--- config.mk ---
export PLATFORM = sky130hd
export DESIGN_NAME = fcpwm_unit
export DESIGN_NICKNAME = d
export VERILOG_FILES = /design/src/logic/fcpwm_unit.v
export VERILOG_INCLUDE_DIRS = /design/src /design/src/logic
export SDC_FILE = /design/constraint.sdc
export NUM_CORES = 1
export LEC_CHECK = 0
export BUFFER_PORTS_ARGS = -buffer_cell sky130_fd_sc_hd__buf_2
export CAP_MARGIN = 40
export CORE_MARGIN = 1.5
export CORE_UTILIZATION = 45
export DETAILED_ROUTE_END_ITERATION = 10
export GPL_ROUTABILITY_DRIVEN = 0
export PLACE_DENSITY = 0.68
export SYNTH_ARGS = -nofsm -noshare
export SYNTH_HDL_FRONTEND = slang
export SYNTH_SLANG_ARGS = --single-unit
--- constraint.sdc ---
create_clock -name sys_clk -period 4.5 [get_ports sys_clk]
set_input_delay 0.9 -clock sys_clk [delete_from_list [all_inputs] [get_ports sys_clk]]
set_output_delay 0.9 -clock sys_clk [all_outputs]
set_load 0.05 [all_outputs]
--- src/logic/fcpwm_consts.vh ---
// Offsets, field positions and reset values for the four-channel PWM unit.
// Included by the unit's single design file; holds definitions only.
`ifndef FCPWM_CONSTS_VH
`define FCPWM_CONSTS_VH
// Register offsets on the 8-bit register port.
`define FCPWM_ADDR_W 8
`define FCPWM_OFF_CLKPOL 8'h41
`define FCPWM_OFF_PRESC 8'h40
`define FCPWM_OFF_ENABLE 8'h42
`define FCPWM_OFF_SCALE0 8'h44
`define FCPWM_OFF_SCALE1 8'h45
`define FCPWM_OFF_CENTER 8'h46
`define FCPWM_OFF_CNT_BASE 8'h48
`define FCPWM_OFF_PER_BASE 8'h4c
`define FCPWM_OFF_DTY_BASE 8'h50
// Fields of the prescale and pairing control register.
`define FCPWM_JOIN_UPPER 7
`define FCPWM_JOIN_LOWER 6
`define FCPWM_PSA_LSB 3
`define FCPWM_PSB_LSB 0
// Reset values.
`define FCPWM_RST_BYTE 8'h00
`define FCPWM_RST_PER 8'hff
`endif

--- src/logic/fcpwm_unit.v ---
// Four-channel pulse-width modulator with pair concatenation, prescalers and scalers.
// Assumes a single 250 MHz clock acting as E clock and a one-cycle strobe register port.
// Function
// - Four 8-bit channels, joinable as two 16-bit or one 16-bit plus two 8-bit.
// - Each channel has its own counter, period value and duty value.
// - Counters clock from four sources chosen per channel.
// - Duty spans zero to full; channels run continuously and independently.
// - Each output may be left-aligned or center-aligned.
// - Period and duty are double buffered; load at rollover or disable.
// - While disabled, writes reach buffer and active latch together.
// - Counter write clears counter and latches pending period and duty.
// - Channel counter is readable by software.
// - Enabled channel overrides general-purpose use of its port pin.
// - Upper join: ch2 high byte, ch3 low byte, output bit 2, ch3 clock.
// - Lower join: ch0 high byte, ch1 low byte, output bit 0, ch1 clock.
// - Clock A is E divided by two to the 3-bit field.
// - Clock B uses the same power-of-two division from its own field.
// - Channels 2,3: select 0 picks clock B, 1 picks scaled clock S1.
// - Channels 0,1: select 0 picks clock A, 1 picks scaled clock S0.
// - Clock select change may produce one truncated or stretched pulse.
// - Start-high bit 0: begin low, rise at duty; 1: begin high, fall.
// - Clock-select/polarity register: selects 7:4, polarity 3:0, RW, resets zero.
// - Scaled clock is prescaled clock over scale+1, over two; write reloads.
// - Enable forces pin to output; waveform starts at next selected tick.
// - Left-aligned resets on period match; center-aligned reverses on match.
// - Duty at or above period leaves the output unchanged for the period.
//
// The implementer's own choice: the address-and-strobe port.
`timescale 1ns/1ps
`include "fcpwm_consts.vh"
module fcpwm_unit (
	// Clock and reset.
	input wire sys_clk,
	input wire rst,
	// Register port.
	input wire [7:0] reg_addr,
	input wire [7:0] reg_wdata,
	input wire reg_wr,
	input wire reg_rd,
	output reg [7:0] reg_rdata,
	// General-purpose port that the channels share.
	input wire [3:0] gp_out,
	input wire [3:0] gp_dir_out,
	input wire [3:0] pin_in,
	output wire [3:0] pin_out,
	output wire [3:0] pin_oe_n,
	output wire [3:0] gp_in
);
	reg [7:0] prescale_and_pairing_control;
	reg [7:0] channel_clock_and_polarity;
	reg [3:0] channel_output_enable;
	reg [3:0] center_align_select;
	reg [7:0] lower_scale_value;
	reg [7:0] upper_scale_value;
	reg [6:0] prescale_cnt;
	reg [7:0] lower_scale_cnt;
	reg [7:0] upper_scale_cnt;
	reg lower_scaled_clock;
	reg upper_scaled_clock;
	reg [7:0] channel_counter [0:3];
	reg [7:0] channel_period_value [0:3];
	reg [7:0] channel_duty_value [0:3];
	reg [7:0] act_per [0:3];
	reg [7:0] act_dty [0:3];
	reg [3:0] count_down;
	reg [3:0] wave;
	reg [3:0] running;
	reg [3:0] pin_sync1;
	reg [3:0] pin_sync2;
	reg [3:0] pin_sync3;
	reg [3:0] pin_stable;
	wire join_upper_pair = prescale_and_pairing_control[`FCPWM_JOIN_UPPER];
	wire join_lower_pair = prescale_and_pairing_control[`FCPWM_JOIN_LOWER];
	wire [2:0] first_prescale_select = prescale_and_pairing_control[`FCPWM_PSA_LSB +: 3];
	wire [2:0] second_prescale_select = prescale_and_pairing_control[`FCPWM_PSB_LSB +: 3];
	wire [3:0] scaled_sel = channel_clock_and_polarity[7:4];
	wire [3:0] start_high = channel_clock_and_polarity[3:0];
	wire [7:0] next_prescale_cnt = {1'b0, prescale_cnt} + 8'h01;
	// Bit k toggles once every 2^k cycles, so index k ticks at E over 2^k; bit 7 is the carry out.
	wire [7:0] presc_carry = {next_prescale_cnt[7], next_prescale_cnt[6:1] ^ prescale_cnt[6:1],
		1'b1};
	wire tick_a = presc_carry[first_prescale_select];
	wire tick_b = presc_carry[second_prescale_select];
	// Scaler ticks: one per scaled clock period, on its high-to-low toggle; toggled every (scale+1) prescaled ticks.
	wire lower_scale_hit = tick_a && (lower_scale_cnt == 8'h00);
	wire upper_scale_hit = tick_b && (upper_scale_cnt == 8'h00);
	wire tick_s0 = lower_scale_hit && lower_scaled_clock;
	wire tick_s1 = upper_scale_hit && upper_scaled_clock;
	wire any_en = |channel_output_enable;
	wire cnt_wr = reg_wr && (reg_addr[7:2] == `FCPWM_OFF_CNT_BASE >> 2);
	wire per_wr = reg_wr && (reg_addr[7:2] == `FCPWM_OFF_PER_BASE >> 2);
	wire dty_wr = reg_wr && (reg_addr[7:2] == `FCPWM_OFF_DTY_BASE >> 2);
	wire [1:0] wr_ch = reg_addr[1:0];
	wire [3:0] tick;
	wire [3:0] lead;
	wire [3:0] pair_on;
	wire [3:0] roll;
	wire [3:0] chan_out;
	// Next 16-bit count of each leading channel; a joined high byte copies its partner's top half.
	wire [15:0] cnt_nx [0:3];
	wire [3:0] cnt_adv;
	// Prescaler: free-running 7-bit counter, idled when every channel is off to save power.
	always @(posedge sys_clk) begin
		if (rst) begin
			prescale_cnt <= 7'h00;
		end else if (any_en) begin
			prescale_cnt <= next_prescale_cnt[6:0];
		end
	end
	// Scaler down-counters; a write to a scale register reloads its counter at once.
	always @(posedge sys_clk) begin
		if (rst) begin
			lower_scale_cnt <= `FCPWM_RST_BYTE;
			upper_scale_cnt <= `FCPWM_RST_BYTE;
			lower_scaled_clock <= 1'b0;
			upper_scaled_clock <= 1'b0;
		end else begin
			if (reg_wr && reg_addr == `FCPWM_OFF_SCALE0) begin
				lower_scale_cnt <= reg_wdata;
			end else if (lower_scale_hit) begin
				lower_scale_cnt <= lower_scale_value;
				lower_scaled_clock <= ~lower_scaled_clock;
			end else if (tick_a) begin
				lower_scale_cnt <= lower_scale_cnt - 8'h01;
			end
			if (reg_wr && reg_addr == `FCPWM_OFF_SCALE1) begin
				upper_scale_cnt <= reg_wdata;
			end else if (upper_scale_hit) begin
				upper_scale_cnt <= upper_scale_value;
				upper_scaled_clock <= ~upper_scaled_clock;
			end else if (tick_b) begin
				upper_scale_cnt <= upper_scale_cnt - 8'h01;
			end
		end
	end
	// Control registers, all readable and writable at any time.
	always @(posedge sys_clk) begin
		if (rst) begin
			prescale_and_pairing_control <= `FCPWM_RST_BYTE;
			channel_clock_and_polarity <= `FCPWM_RST_BYTE;
			channel_output_enable <= 4'h0;
			center_align_select <= 4'h0;
			lower_scale_value <= `FCPWM_RST_BYTE;
			upper_scale_value <= `FCPWM_RST_BYTE;
		end else if (reg_wr) begin
			case (reg_addr)
				`FCPWM_OFF_PRESC: prescale_and_pairing_control <= reg_wdata;
				`FCPWM_OFF_CLKPOL: channel_clock_and_polarity <= reg_wdata;
				`FCPWM_OFF_ENABLE: channel_output_enable <= reg_wdata[3:0];
				`FCPWM_OFF_CENTER: center_align_select <= reg_wdata[3:0];
				`FCPWM_OFF_SCALE0: lower_scale_value <= reg_wdata;
				`FCPWM_OFF_SCALE1: upper_scale_value <= reg_wdata;
				default: prescale_and_pairing_control <= prescale_and_pairing_control;
			endcase
		end
	end
	// Per-channel datapath; in a joined pair the low-byte channel leads and its partner follows.
	genvar i;
	generate
		for (i = 0; i < 4; i = i + 1) begin : g_ch
			localparam integer HI = (i % 2 == 0) ? 1 : 0;
			localparam integer LO = i | 1;
			localparam integer HICH = i & 2;
			wire joined = (i < 2) ? join_lower_pair : join_upper_pair;
			// Clock source: prescaled A/B or scaled S0/S1; joined pairs use the low channel's choice.
			wire src_tick_a = scaled_sel[joined ? LO : i] ? tick_s0 : tick_a;
			wire src_tick_b = scaled_sel[joined ? LO : i] ? tick_s1 : tick_b;
			assign tick[i] = (i < 2) ? src_tick_a : src_tick_b;
			assign pair_on[i] = joined ? channel_output_enable[HICH] : channel_output_enable[i];
			assign lead[i] = ~joined || (i == LO);
			// Full 16-bit view in a joined pair, else the channel's own byte with zero above.
			wire [15:0] cnt16 = joined ? {channel_counter[HICH], channel_counter[LO]}
				: {8'h00, channel_counter[i]};
			wire [15:0] per16 = joined ? {act_per[HICH], act_per[LO]} : {8'h00, act_per[i]};
			wire [15:0] dty16 = joined ? {act_dty[HICH], act_dty[LO]} : {8'h00, act_dty[i]};
			wire center = center_align_select[joined ? HICH : i];
			wire per_hit = (cnt16 == per16);
			wire zero_hit = (cnt16 == 16'h0000);
			wire step = running[i] && tick[i];
			wire [15:0] next_cnt16 = (count_down[i] ? cnt16 - 16'h0001 : cnt16 + 16'h0001);
			wire [15:0] up_cnt16 = cnt16 + 16'h0001;
			wire [15:0] dn_cnt16 = cnt16 - 16'h0001;
			// Rollover: end of left period, or return to zero when counting down.
			assign roll[i] = step && (center ? (count_down[i] && zero_hit) : per_hit);
			assign cnt_adv[i] = lead[i] && step;
			assign cnt_nx[i] = (!center && per_hit) ? 16'h0000
				: (center && !count_down[i] && per_hit) ? dn_cnt16
				: (center && count_down[i] && zero_hit) ? up_cnt16
				: next_cnt16;
			wire own_buf = (i == HICH || !joined || HI == 0);
			wire dis = !pair_on[i];
			wire load_act = roll[joined ? LO : i] || dis || (cnt_wr && wr_ch == i[1:0]);
			always @(posedge sys_clk) begin
				if (rst) begin
					channel_counter[i] <= `FCPWM_RST_BYTE;
					channel_period_value[i] <= `FCPWM_RST_PER;
					channel_duty_value[i] <= `FCPWM_RST_PER;
					act_per[i] <= `FCPWM_RST_PER;
					act_dty[i] <= `FCPWM_RST_PER;
					count_down[i] <= 1'b0;
					running[i] <= 1'b0;
					wave[i] <= 1'b0;
				end else begin
					// Buffers; while disabled the active latches follow in the same cycle.
					if (per_wr && wr_ch == i[1:0]) begin
						channel_period_value[i] <= reg_wdata;
					end
					if (dty_wr && wr_ch == i[1:0]) begin
						channel_duty_value[i] <= reg_wdata;
					end
					if (dis && per_wr && wr_ch == i[1:0]) begin
						act_per[i] <= reg_wdata;
					end else if (load_act && own_buf) begin
						act_per[i] <= channel_period_value[i];
					end
					if (dis && dty_wr && wr_ch == i[1:0]) begin
						act_dty[i] <= reg_wdata;
					end else if (load_act && own_buf) begin
						act_dty[i] <= channel_duty_value[i];
					end
					// Waveform begins only on the first selected tick after enabling.
					if (dis) begin
						running[i] <= 1'b0;
					end else if (tick[joined ? LO : i]) begin
						running[i] <= 1'b1;
					end
					// Each channel writes only its own counter byte, so every byte has one driver.
					if (cnt_wr && wr_ch == i[1:0]) begin
						channel_counter[i] <= 8'h00;
						count_down[i] <= 1'b0;
						wave[i] <= start_high[i];
					end else if (cnt_adv[i]) begin
						channel_counter[i] <= cnt_nx[i][7:0];
						if (!center && per_hit) begin
							wave[i] <= start_high[joined ? HICH : i];
						end else if (center && !count_down[i] && per_hit) begin
							count_down[i] <= 1'b1;
						end else if (center && count_down[i] && zero_hit) begin
							count_down[i] <= 1'b0;
							wave[i] <= start_high[joined ? HICH : i];
						end
						// Duty match flips; duty at or past period never matches.
						if (cnt16 == dty16 && dty16 < per16) begin
							wave[i] <= ~start_high[joined ? HICH : i];
						end
					end else begin
						if (joined && HI == 1 && cnt_adv[LO]) begin
							channel_counter[i] <= cnt_nx[LO][15:8];
						end
						if (dis) begin
							wave[i] <= start_high[i];
						end
					end
				end
			end
			// Pin output: joined pairs drive the high-byte channel's pin from the low lead.
			assign chan_out[i] = joined ? ((i == HICH) ? wave[LO] : 1'b0) : wave[i];
		end
	endgenerate
	// Three-stage pin sampling; a change counts once stages two and three agree.
	always @(posedge sys_clk) begin
		if (rst) begin
			pin_sync1 <= 4'h0;
			pin_sync2 <= 4'h0;
			pin_sync3 <= 4'h0;
			pin_stable <= 4'h0;
		end else begin
			pin_sync1 <= pin_in;
			pin_sync2 <= pin_sync1;
			pin_sync3 <= pin_sync2;
			pin_stable <= (pin_sync2 == pin_sync3) ? pin_sync3 : pin_stable;
		end
	end
	// Enabled channels take the pin and force it to drive; otherwise the port owns it.
	assign pin_out = (channel_output_enable & chan_out) | (~channel_output_enable & gp_out);
	assign pin_oe_n = ~(channel_output_enable | gp_dir_out);
	assign gp_in = pin_stable;
	// Read data in the cycle after the strobe; counters read without disturbing them.
	always @(posedge sys_clk) begin
		if (rst) begin
			reg_rdata <= 8'h00;
		end else if (reg_rd) begin
			if (reg_addr[7:2] == `FCPWM_OFF_CNT_BASE >> 2) begin
				reg_rdata <= channel_counter[wr_ch];
			end else if (reg_addr[7:2] == `FCPWM_OFF_PER_BASE >> 2) begin
				reg_rdata <= channel_period_value[wr_ch];
			end else if (reg_addr[7:2] == `FCPWM_OFF_DTY_BASE >> 2) begin
				reg_rdata <= channel_duty_value[wr_ch];
			end else begin
				case (reg_addr)
					`FCPWM_OFF_PRESC: reg_rdata <= prescale_and_pairing_control;
					`FCPWM_OFF_CLKPOL: reg_rdata <= channel_clock_and_polarity;
					`FCPWM_OFF_ENABLE: reg_rdata <= {4'h0, channel_output_enable};
					`FCPWM_OFF_SCALE0: reg_rdata <= lower_scale_value;
					`FCPWM_OFF_SCALE1: reg_rdata <= upper_scale_value;
					`FCPWM_OFF_CENTER: reg_rdata <= {4'h0, center_align_select};
					default: reg_rdata <= 8'h00;
				endcase
			end
		end else begin
			reg_rdata <= 8'h00;
		end
	end
endmodule // fcpwm_unit

==> metrics.md, run 1 <==
| Metric | Value |
|---|---|
| Largest net degree at the start of global routing | `75` |
| Post-layout worst setup margin | `751 ps` |
| Slew HR | `37.0%` |
| Prevailing post-synth register cell | `edfxtp_1` |
| Max rail drop VDD | `0.392 mV` |
| DR WL/cell | `23.2 µm` |
| Chip Height | `197 µm` |
| Vias in the first global route | `13800` |
| Sequential share of the synthesized area | `40.2%` |
| CTS tree | `done` |
| Synth unique cells | `100` |
| Max Buffers Root-to-Sink | `3` |
| Final period util | `83.3%` |
| First-pass GRT wire length | `82400 µm` |
| Final #Nets | `1892` |
| # DRC | `0` |
| Post-route ant nets | `0` |
| # setup viols final | `0` |
| Worst-Margin Slew | `937 ps` |
| Startpoint Class | `flip-flop` |
| Overflow after GRT | `0` |
| Outcome | `finished clean` |
| RSZ-0062 raised after global routing | `false` |
| Vias | `14700` |
| Placement row count | `70` |
| Initial antenna violation count | `1` |
| Total wire length | `53900 µm` |
| Total global-route track usage | `27.5%` |
| Hold Buf Count CTS | `0` |
| # port buffers | `51` |
| Critical path class | `reg -> reg` |
| CP peak stage delay | `910 ps` |
| CTS resizes | `0` |
| Post-DR vias/cell | `6.31` |
| Fillers | `3330` |
| Max-cap violations | `0` |
| Clock Skew | `32.0 ps` |
| Worst Hold Class | `reg -> reg` |
| Drt pass-1 iters | `6` |
| Io pins | `52` |
| Die area | `38900 µm²` |
| P&R area growth vs syn | `10.4%` |
| Number of synthesized flops with an enable pin | `160` |
| Ratio of cells with drive above 1 in the final layout | `13.0%` |
| TNS Setup | `0 ps` |
| Synthesized Nets | `1875` |
| Element type at the critical path end | `flip-flop` |
| CTS buffer count | `29` |
| Fin crit period | `3750 ps` |
| Crit path DAT | `4040 ps` |
| Synthesized instance count | `1786` |
| YS warnings | `0` |
| Die width | `197 µm` |
| Ys async rst share | `0%` |
| CTS root buf | `clkbuf_16` |
| Post-CTS Setup Bufs | `0` |
| Iteration-0 DRC Markers | `1960` |
| Lkg Pwr | `6.38 nW` |
| Place WS | `790 ps` |
| Slew Limit Fails | `0` |
| Seq cells post-synth | `261` |
| Clock Latency Late Sink | `580 ps` |
| Count of final hold-check violations | `0` |
| Core area | `36900 µm²` |
| CP Max Fanout | `33` |
| Clock Pin Slew Worst Setup and Hold Paths | `60 ps` |
| WP data required | `4790 ps` |
| Critical-path top delay cell | `dfxtp_2` |
| Cell area after synthesis | `17000 µm²` |
| TritonCTS Sinks | `261` |
| CTS H-tree depth | `1` |
| Register area | `6830 µm²` |
| Multi-input logic area | `9440 µm²` |
| Post-synthesis average cell area | `9.50 µm²` |
| F_max | `267 MHz` |
| Pwr dens | `336 nW/µm²` |
| Crit path cell chain | `buf_4 -> mux2i_1 -> nor4b_1 -> o21bai_1 -> a31oi_1 -> o221a_1 -> or3_1 -> o22a_1` |
| Initial core utilization | `46.0%` |
| DP HPWL | `39200 µm` |
## worst paths after layout
path                                                start  cells past startpoint  slack, ps                          end
max          prescale_and_pairing_control[7]$_SDFFE_PP0P_                      8        750  act_per[2][0]$_SDFFCE_PN1P_
min                               pin_sync1[3]$_SDFF_PP0_                      1        440      pin_sync2[3]$_SDFF_PP0_
max reg2reg  prescale_and_pairing_control[7]$_SDFFE_PP0P_                      8        750  act_per[2][0]$_SDFFCE_PN1P_
min reg2reg                       pin_sync1[3]$_SDFF_PP0_                      1        440      pin_sync2[3]$_SDFF_PP0_
## cells in the final DEF (no fill, tap or decap), types with 6 or more instances in the layout
cell / netlist / routed
a21oi_1: 99 / 99
o22ai_1: 16 / 16
buf_4: 3 / 59
o211ai_1: 8 / 8
nor4_1: 20 / 20
ha_1: 57 / 57
dfxtp_1: 101 / 99
buf_2: 13 / 53
and3_1: 12 / 12
xor2_1: 68 / 68
nand4_1: 28 / 28
mux4_2: 23 / 23
nand2b_1: 46 / 46
inv_1: 48 / 48
a31oi_1: 28 / 28
clkbuf_16: 0 / 29
nor2_1: 125 / 125
nor2b_1: 26 / 26
o22a_1: 64 / 64
o21a_1: 9 / 9
mux2i_1: 60 / 60
nor3b_1: 10 / 10
o221ai_1: 6 / 6
a211oi_1: 18 / 18
or3_1: 44 / 44
o21ai_0: 66 / 66
nand2_1: 172 / 172
and2_1: 22 / 22
mux2_2: 21 / 21
o2111ai_1: 7 / 7
nor3_1: 47 / 47
o31ai_1: 11 / 11
nand3_1: 67 / 67
xnor2_1: 55 / 55
edfxtp_1: 160 / 160
## final cells by class
type                       count  share of cell area [%]
clock buffer                  37                    4.25
tap                          504                    3.36
inverter                      48                   0.961
sequential                   261                    36.4
antenna                        1                  0.0134
multi-input combinational   1350                    50.4
clock inverter                14                   0.701
timing repair buffer         113                    3.89
## report_power, final
group,internal [mW],switching (mW)
registers,2.68,0.193
clock network,1.36,1.02
logic,0.455,0.587
## cells by family (layout without fill, tap and decap cells)
| kind of cell | count (synthesis) | count (layout) | share of synthesized area, % |
|---|---|---|---|
| XOR/XNOR | 123 | 123 | 6.35 |
| adder cells (fa/ha/maj) | 57 | 57 | 4.20 |
| other | 0 | 1 | 0 |
| multiplexers | 106 | 106 | 8.22 |
| buffers and inverters | 175 | 212 | 4.12 |
| AND/OR/NAND/NOR | 659 | 659 | 20.0 |
| AO/OA/AOI/OAI | 405 | 405 | 16.9 |
| flip-flops | 261 | 261 | 40.2 |
## state kept, by name (all words and copies together), names as in the netlist, 7 cells and up
register and cells:
channel_clock_and_polarity 8, upper_scale_value 8, act_dty 32, prescale_and_pairing_control 8, channel_period_value 32, channel_duty_value 32
lower_scale_cnt 8, prescale_cnt 7, lower_scale_value 8, act_per 32, upper_scale_cnt 8, channel_counter 32
reg_rdata 8
## cells in the mapped netlist, drive strengths merged, types with 24 or more instances
cell / instances / share of area, %
a21oi: 99 / 2.9
dfxtp: 101 / 12
nor3: 47 / 1.4
a31oi: 28 / 1.0
nor2: 125 / 2.8
o22a: 64 / 3.3
xnor2: 55 / 2.8
nand3: 67 / 2.0
mux2i: 61 / 3.6
or3: 45 / 1.7
xor2: 68 / 3.5
edfxtp: 160 / 28
nand2b: 46 / 1.7
nand4: 28 / 1.0
nor4: 24 / 1.1
and2: 24 / 0.88
ha: 57 / 4.2
nor2b: 26 / 0.96
buf: 32 / 0.96
nand2: 174 / 3.9
inv: 48 / 1.1
o21ai: 70 / 2.1
clkbuf: 95 / 2.1
mux4: 24 / 3.2
## per-stage QoR
stage | power [mW] | utilization (%) | area (µm²) | hold WS [ps] | instances
after floorplan | 3.64 | - | 17000 | 414 | 1786
after global placement | 3.91 | 48.2 | 17800 | 418 | 2271
after detailed placement | 3.94 | 48.3 | 17800 | 426 | 2275
after CTS | 6.28 | 50.8 | 18700 | 445 | 2326
after global routing | 6.51 | 50.8 | 18700 | 468 | 2327
final | 6.30 | 50.8 | 18700 | 440 | 2328
## per-layer routing
metal	global-route usage, %	vias up	share of wire, %
met5	0	-	0
met3	5.50	167	10
met4	12.1	0	5.0
met2	43.4	810	45
met1	36.6	7022	40
li1	-	6685	-
## critical path, delay by kind of cell, from the launching register on
family,cells,cell delay [ps]
simple gates,2,1040
flops,1,910
compound gates,4,800
buf+inv,1,410
mux,1,270
No activity file was read; power rests on OpenSTA's default activity.
==> run 2, diff against run 1 <==
ABC_AREA = 1   (was unset)
clock period = 3 ns   (was 4.5 ns; I/O delays follow)
==> metrics.md, run 2 <==
| Metric | Value |
|---|---|
| Max-cap violations | `0 (unchanged)` |
| Drt pass-1 iters | `6 (unchanged)` |
| GRT busiest layer | `met2 (unchanged)` |
| Element type at the critical path end | `flip-flop (unchanged)` |
| Pwr dens | `481 nW/µm² (was 336 nW/µm²)` |
| Slew Limit Fails | `0 (unchanged)` |
| Count of final hold-check violations | `0 (unchanged)` |
| Max rail drop VDD | `0.448 mV (was 0.392 mV)` |
| Crit path DAT | `3130 ps (was 4040 ps)` |
| WP data required | `3250 ps (was 4790 ps)` |
| Die width | `204 µm (was 197 µm)` |
| F_max | `347 MHz (was 267 MHz)` |
| # setup viols final | `0 (unchanged)` |
| CTS H-tree depth | `1 (unchanged)` |
| FF-to-FF Start | `prescale_and_pairing_control[7]$_SDFFE_PP0P_ (unchanged)` |
| Count leader, synth | `nand2_1 (unchanged)` |
| CTS root buf | `clkbuf_16 (unchanged)` |
| Most frequent cells in the layout | `768 x nand2_1, 263 x inv_1, 247 x nor2_1 (was 172 x nand2_1, 160 x edfxtp_1, 125 x nor2_1)` |
| Synth unique cells | `53 (was 100)` |
| CTS buffer count | `30 (was 29)` |
| Post-DR vias/cell | `5.81 (was 6.31)` |
| Worst r2r dst | `act_dty[3][4]$_DFFE_PP_ (was act_per[2][0]$_SDFFCE_PN1P_)` |
| Reg2Reg Depth | `10 (was 8)` |
| Worst hold path endpoint | `pin_sync1[2]$_SDFF_PP0_ (was pin_sync2[3]$_SDFF_PP0_)` |
| Overflow after GRT | `0 (unchanged)` |
| Largest net degree at the start of global routing | `54 (was 75)` |
| Final period util | `96.0% (was 83.3%)` |
| Placement row count | `73 (was 70)` |
| Vias | `18900 (was 14700)` |
| # DRC | `0 (unchanged)` |
| Final #Nets | `2790 (was 1892)` |
| Initial antenna violation count | `0 (was 1)` |
| Chip Height | `204 µm (was 197 µm)` |
| TritonCTS Sinks | `261 (unchanged)` |
| Number of synthesized flops with an enable pin | `160 (unchanged)` |
| Final core occ | `52.6% (was 50.8%)` |
| Total Power | `10.1 mW (was 6.30 mW)` |
| Non-Filler Instances | `3250 (was 2328)` |
| Cell depth of the worst hold path | `3 (was 1)` |
| R2R Setup Slk | `120 ps (was 750 ps)` |
| Hold path start | `pin_in[2] (was pin_sync1[3]$_SDFF_PP0_)` |
| Met1 usage | `40.6% (was 36.6%)` |
| Sequential share of the synthesized area | `37.4% (was 40.2%)` |
| Met2 usage | `47.8% (was 43.4%)` |
| Synth top area share | `26.3% (was 28.3%)` |
| Ant diodes | `0 (was 1)` |
| Total wire length | `64700 µm (was 53900 µm)` |
| Max Buffers Root-to-Sink | `3 (unchanged)` |
| Worst Hold Class | `in -> reg (was reg -> reg)` |
| Critical path class | `reg -> reg (unchanged)` |
| Ys async rst share | `0% (unchanged)` |
| Clock Latency Late Sink | `620 ps (was 580 ps)` |
| Total global-route track usage | `30.7% (was 27.5%)` |
| Startpoint Class | `flip-flop (unchanged)` |
| Iteration-0 DRC Markers | `2153 (was 1960)` |
| Core area | `39800 µm² (was 36900 µm²)` |
| CP Max Fanout | `16 (was 33)` |
| Placed Instances | `3190 (was 2275)` |
| P&R area growth vs syn | `14.9% (was 10.4%)` |
| Die area | `41800 µm² (was 38900 µm²)` |
| Synth area leaders | `edfxtp_1 26%, nand2_1 16%, dfxtp_1 11%, inv_1 5.5%, nor2_1 5.2% (was edfxtp_1 28%, dfxtp_1 12%, ha_1 4.2%, nand2_1 3.8%, mux2i_1 3.5%)` |
| Commonest non-fill, non-tap cell in the layout | `nand2_1 (unchanged)` |
| Lkg Pwr | `9.20 nW (was 6.38 nW)` |
| First-pass GRT wire length | `98600 µm (was 82400 µm)` |
| Met3 usage | `5.34% (was 5.50%)` |
| YS warnings | `0 (unchanged)` |
| Clock Pin Slew Worst Setup and Hold Paths | `60 ps (about the same)` |
| Vias in the first global route | `17500 (was 13800)` |
| Slew HR | `24.7% (was 37.0%)` |
| Cell area after synthesis | `18200 µm² (was 17000 µm²)` |
| Synthesized instance count | `2571 (was 1786)` |
| Fin crit period | `2880 ps (was 3750 ps)` |
| Post-synthesis average cell area | `7.10 µm² (was 9.50 µm²)` |
| DP HPWL | `49700 µm (was 39200 µm)` |
| Outcome | `finished clean (unchanged)` |
| Commonest cells in the netlist | `779 x nand2_1, 265 x inv_1, 251 x nor2_1 (was 172 x nand2_1, 160 x edfxtp_1, 125 x nor2_1)` |
| Worst-Margin Slew | `1120 ps (was 937 ps)` |
| Post-route ant nets | `0 (unchanged)` |
| Seq cells post-synth | `261 (unchanged)` |
| Prevailing post-synth register cell | `edfxtp_1 (unchanged)` |
| Clock Skew | `44.2 ps (was 32.0 ps)` |
| Initial core utilization | `45.8% (was 46.0%)` |
| Yosys top cell by area | `edfxtp_1 (unchanged)` |
| DR WL/cell | `19.9 µm (was 23.2 µm)` |
| TNS Setup | `0 ps (unchanged)` |
| Synthesized Nets | `2660 (was 1875)` |
| Ratio of cells with drive above 1 in the final layout | `12.0% (was 13.0%)` |
| CTS tree | `done (unchanged)` |
| Io pins | `52 (unchanged)` |
| # port buffers | `51 (unchanged)` |
## run 2: changes by cell type after synthesis, moves of 23 or more
cell / change
nor2b_1: -26
mux2i_1: -59
mux4_2: -23
o21ai_0: +56
inv_1: +217
nand3_1: +94
nor2_1: +126
clkbuf_1: -32
o22a_1: -64
nand2_1: +607
nand2b_1: -46
nand4_1: +29
or3_1: -44
## run 2: cell type report
class,count,area (µm²)
clock buffer,39,835
fill,3871,18900
clock inverter,17,253
sequential,261,6830
multi-input combinational,1934,10000
timing repair buffer,187,1310
tap,525,657
inverter,287,1080
## run 2: metrics by stage
step	hold slack, ps	setup slack, ps	area, µm²
floorplan	388	-161	18200
global placement	393	-21.4	19700
detailed placement	396	-106	19700
CTS	181	-84.8	20800
global route	203	-17.0	21000
finish	186	119	21000
## run 2: routing by layer
layer  vias to the layer above  part of all wire, %  wire (µm)
met4                         0                  6.3       4110
met2                      1158                   43      28100
met3                       271                   11       7240
met5                         -                    0          0
met1                      8672                   39      25300
li1                       8791                    -          -
## run 2: cells by family (layout without fill, tap and decap cells)
group	after synthesis	after routing	share of synthesized area, %
AND/OR/NAND/NOR	1358	1358	31.6
AO/OA/AOI/OAI	387	387	12.5
buffers and inverters	376	530	8.22
flip-flops	261	261	37.4
XOR/XNOR	131	131	6.29
adder cells (fa/ha/maj)	57	57	3.91
multiplexers	1	1	0.0549
## run 2: power breakdown
part	leakage (nW)	switching (mW)	internal (mW)	total, mW
Combinational	6.28	1.10	0.660	1.76
Sequential	2.40	0.256	4.06	4.32
Clock	0.518	1.61	2.40	4.01
Total	9.20	2.96	7.12	10.1
## run 2: how the worst max path moves through the flow
stage	startpoint	endpoint	slack, ps	cells past startpoint
after floorplan	reg_addr[3]	act_dty[2][0]$_SDFFCE_PN1P_	-160	10
after global placement	reg_addr[6]	act_per[3][7]$_DFFE_PP_	-20	15
after detailed placement	reg_addr[7]	act_per[0][4]$_DFFE_PP_	-110	15
after CTS	prescale_cnt[0]$_SDFFE_PP0P_	act_per[0][1]$_DFFE_PP_	-80	15
after global routing	upper_scale_cnt[0]$_SDFFE_PP0P_	act_per[2][5]$_SDFFCE_PN1P_	-20	17
final	prescale_and_pairing_control[7]$_SDFFE_PP0P_	act_dty[3][4]$_DFFE_PP_	120	10
## run 2: worst max-delay path: stages, from the launching register on
cell,delay (ps)
dfxtp_4,420
buf_6,200
nand2_1,210
nand2_1,120
nor2_1,90
nand4_1,250
o31ai_2,280
nand2_1,170
o211ai_1,300
nand2_1,160
nand2_1,310
## run 2: repair_timing
item                                   CTS  global route
setup buffers                            0             4
pin swaps                                0             3
endpoints found under the hold margin    0             0
hold buffers                             0             0
resized for setup                        1            27
setup endpoints to repair               23           183
==> run 3, diff against run 2 <==
CORE_UTILIZATION = 40   (was 45)
PLACE_DENSITY = 0.62   (was 0.68)
==> metrics.md, run 3 (synthesized netlist as in run 2, its figures left out) <==
| Metric | Value |
|---|---|
| Outcome | `finished clean (unchanged)` |
| Cell depth of the worst hold path | `3 (unchanged)` |
| Post-route ant nets | `0 (unchanged)` |
| Worst-Margin Slew | `835 ps (was 1120 ps)` |
| Fillers | `4531 (was 3871)` |
| Critical path class | `reg -> reg (unchanged)` |
| Count of final hold-check violations | `0 (unchanged)` |
| Worst r2r dst | `act_per[3][6]$_DFFE_PP_ (was act_dty[3][4]$_DFFE_PP_)` |
| Core area | `45200 µm² (was 39800 µm²)` |
| TritonCTS Sinks | `261 (unchanged)` |
| Crit path cell chain | `buf_12 -> nand2_1 -> inv_1 -> o22ai_1 -> nor2_1 -> nand2_1 -> nor2_2 -> nand2_1 -> nand2_1 -> nand2_1 -> o211ai_1 -> nand2_1 -> buf_4 -> nor2_1 -> nor2_1 (was buf_6 -> nand2_1 -> nand2_1 -> nor2_1 -> nand4_1 -> o31ai_2 -> nand2_1 -> o211ai_1 -> nand2_1 -> nand2_1)` |
| Post-DR vias/cell | `5.63 (was 5.81)` |
| Max-cap violations | `0 (unchanged)` |
| Iteration-0 DRC Markers | `2249 (was 2153)` |
| CTS H-tree depth | `1 (unchanged)` |
| CP dominant cell by count | `nand2_1 (unchanged)` |
| Initial core utilization | `40.4% (was 45.8%)` |
| CTS root buf | `clkbuf_16 (unchanged)` |
| Overflow after GRT | `0 (unchanged)` |
| Critical-path top delay cell | `dfxtp_2 (was dfxtp_4)` |
| DR WL/cell | `19.5 µm (was 19.9 µm)` |
| Worst hold path endpoint | `pin_sync1[3]$_SDFF_PP0_ (was pin_sync1[2]$_SDFF_PP0_)` |
| DP HPWL | `51100 µm (was 49700 µm)` |
| Io pins | `52 (unchanged)` |
| Placement row count | `78 (was 73)` |
| # port buffers | `51 (unchanged)` |
| Chip Height | `217 µm (was 204 µm)` |
| CP peak stage delay | `460 ps (was 420 ps)` |
| Element type at the critical path end | `flip-flop (unchanged)` |
| Drt pass-1 iters | `7 (was 6)` |
| Place WS | `-32.4 ps (was -106 ps)` |
| # DRC | `0 (unchanged)` |
| Slew Limit Fails | `0 (unchanged)` |
| Die area | `46900 µm² (was 41800 µm²)` |
| Die width | `217 µm (was 204 µm)` |
| Clock Pin Slew Worst Setup and Hold Paths | `70 ps (was 60 ps)` |
| WP data required | `3330 ps (was 3250 ps)` |
| Crit path DAT | `3190 ps (was 3130 ps)` |
| Crit path max-delay family | `simple AND/OR/NAND/NOR gates (unchanged)` |
| Post-layout worst setup margin | `135 ps (was 119 ps)` |
| CTS tree | `done (unchanged)` |
| FF-to-FF Start | `prescale_and_pairing_control[7]$_SDFFE_PP0P_ (unchanged)` |
| Most frequent cells in the layout | `771 x nand2_1, 264 x inv_1, 247 x nor2_1 (was 768 x nand2_1, 263 x inv_1, 247 x nor2_1)` |
| Clock Latency Late Sink | `580 ps (was 620 ps)` |
| Vias | `18800 (was 18900)` |
| CP Max Fanout | `27 (was 16)` |
| Ant diodes | `0 (unchanged)` |
| Design Area, Final | `21100 µm² (was 21000 µm²)` |
| Initial antenna violation count | `0 (unchanged)` |
| Vias in the first global route | `17500 (about the same)` |
| Critical path depth | `15 (was 10)` |
| Max Buffers Root-to-Sink | `3 (unchanged)` |
| Total wire length | `65200 µm (was 64700 µm)` |
| Worst Hold Class | `in -> reg (unchanged)` |
| Startpoint Class | `flip-flop (unchanged)` |
| CTS buffer count | `29 (was 30)` |
| Final period util | `95.5% (was 96.0%)` |
| Hold path start | `pin_in[3] (was pin_in[2])` |
| # setup viols final | `0 (unchanged)` |
| Lkg Pwr | `9.26 nW (was 9.20 nW)` |
| Reg2Reg Depth | `15 (was 10)` |
| Hold Buf Count CTS | `0 (unchanged)` |
| P&R area growth vs syn | `15.5% (was 14.9%)` |
| Max rail drop VDD | `0.398 mV (was 0.448 mV)` |
| Clock Skew | `22.6 ps (was 44.2 ps)` |
| Fin crit period | `2860 ps (was 2880 ps)` |
| Total Power | `9.76 mW (was 10.1 mW)` |
| Placement Cell Area | `20000 µm² (was 19700 µm²)` |
| Largest net degree at the start of global routing | `41 (was 54)` |
| Commonest non-fill, non-tap cell in the layout | `nand2_1 (unchanged)` |
| Multi-input logic area | `9970 µm² (was 10000 µm²)` |
| Worst path bufs/invs | `3 (was 1)` |
| Final #Nets | `2806 (was 2790)` |
| Register area | `6830 µm² (unchanged)` |
| RSZ-0062 raised after global routing | `true` |
| First-pass GRT wire length | `99200 µm (was 98600 µm)` |
| Ratio of cells with drive above 1 in the final layout | `12.6% (was 12.0%)` |
| R2R Setup Slk | `140 ps (was 120 ps)` |
| Slew HR | `43.8% (was 24.7%)` |
| Final core occ | `46.6% (was 52.6%)` |
| Total global-route track usage | `27.2% (was 30.7%)` |
| Pwr dens | `463 nW/µm² (was 481 nW/µm²)` |
| F_max | `349 MHz (was 347 MHz)` |
==> run 3: cell types whose count changed in the layout (fill, tap and decap cells not counted), sizes merged <==
| cell | previous run | this run |
|---|---|---|
| clkinvlp | 3 | 1 |
| clkinv | 18 | 21 |
| buf | 187 | 204 |
| bufinv | 5 | 1 |
| inv | 278 | 280 |
| clkbuf | 39 | 37 |
==> run 3: final cells by class <==
cell class,instances,share of cell area [%]
clock buffers,37,4.13
clock inverters,16,0.594
repair buffers,204,6.84
multi-input cells,1934,47.3
flip-flops and latches,261,32.4
well taps,600,3.56
inverters,287,5.11
==> run 3: worst max-delay path by stage <==
| stage | slack (ps) | end | startpoint |
|---|---|---|---|
| 2_1_floorplan | -160 | act_dty[2][0]$_SDFFCE_PN1P_ | reg_addr[3] |
| 3_3_place_gp | -10 | lower_scale_cnt[6]$_SDFFE_PP0P_ | reg_addr[6] |
| 3_5_place_dp | -30 | act_per[0][2]$_DFFE_PP_ | prescale_cnt[0]$_SDFFE_PP0P_ |
| 4_1_cts | -60 | act_per[0][2]$_DFFE_PP_ | prescale_cnt[0]$_SDFFE_PP0P_ |
| 5_1_grt | -50 | act_per[2][1]$_SDFFCE_PN1P_ | upper_scale_cnt[0]$_SDFFE_PP0P_ |
| 6_report | 140 | act_per[3][6]$_DFFE_PP_ | prescale_and_pairing_control[7]$_SDFFE_PP0P_ |
==> run 3: worst reg2reg max path, cell delays in order, from the launching register on <==
cell and delay, ps:
dfxtp_2 460, buf_12 210, nand2_1 230, inv_1 130
o22ai_1 80, nor2_1 130, nand2_1 70, nor2_2 150
nand2_1 100, nand2_1 70, nand2_1 150, o211ai_1 320
nand2_1 170, buf_4 200, nor2_1 100, nor2_1 50
==> run 3: routing by layer <==
layer	vias to the layer above	track usage, %	routed length [µm]
met5	-	0	0
met4	0	10.6	2580
met3	170	3.09	6500
met2	988	44.4	29500
met1	8824	36.8	26600
li1	8819	-	-
==> run 3: report_power, final <==
group | switching [mW] | internal [mW] | total, mW
Combinational | 1.09 | 0.656 | 1.74
Sequential | 0.244 | 4.06 | 4.30
Clock | 1.57 | 2.14 | 3.71
Total | 2.90 | 6.86 | 9.76
==> run 3: timing repair <==
action                     CTS  global route
pin swaps                    0             2
setup buffers                0             1
resized for setup            0            22
setup endpoints to repair   16           139
==> run 3: through the flow <==
stage               cells  hold WS, ps  setup TNS (ps)
floorplan            2571          388           -5160
global placement     3284          396           -14.2
detailed placement   3285          397            -465
CTS                  3338          231            -919
global route         3339          252            -662
finish               3339          240               0
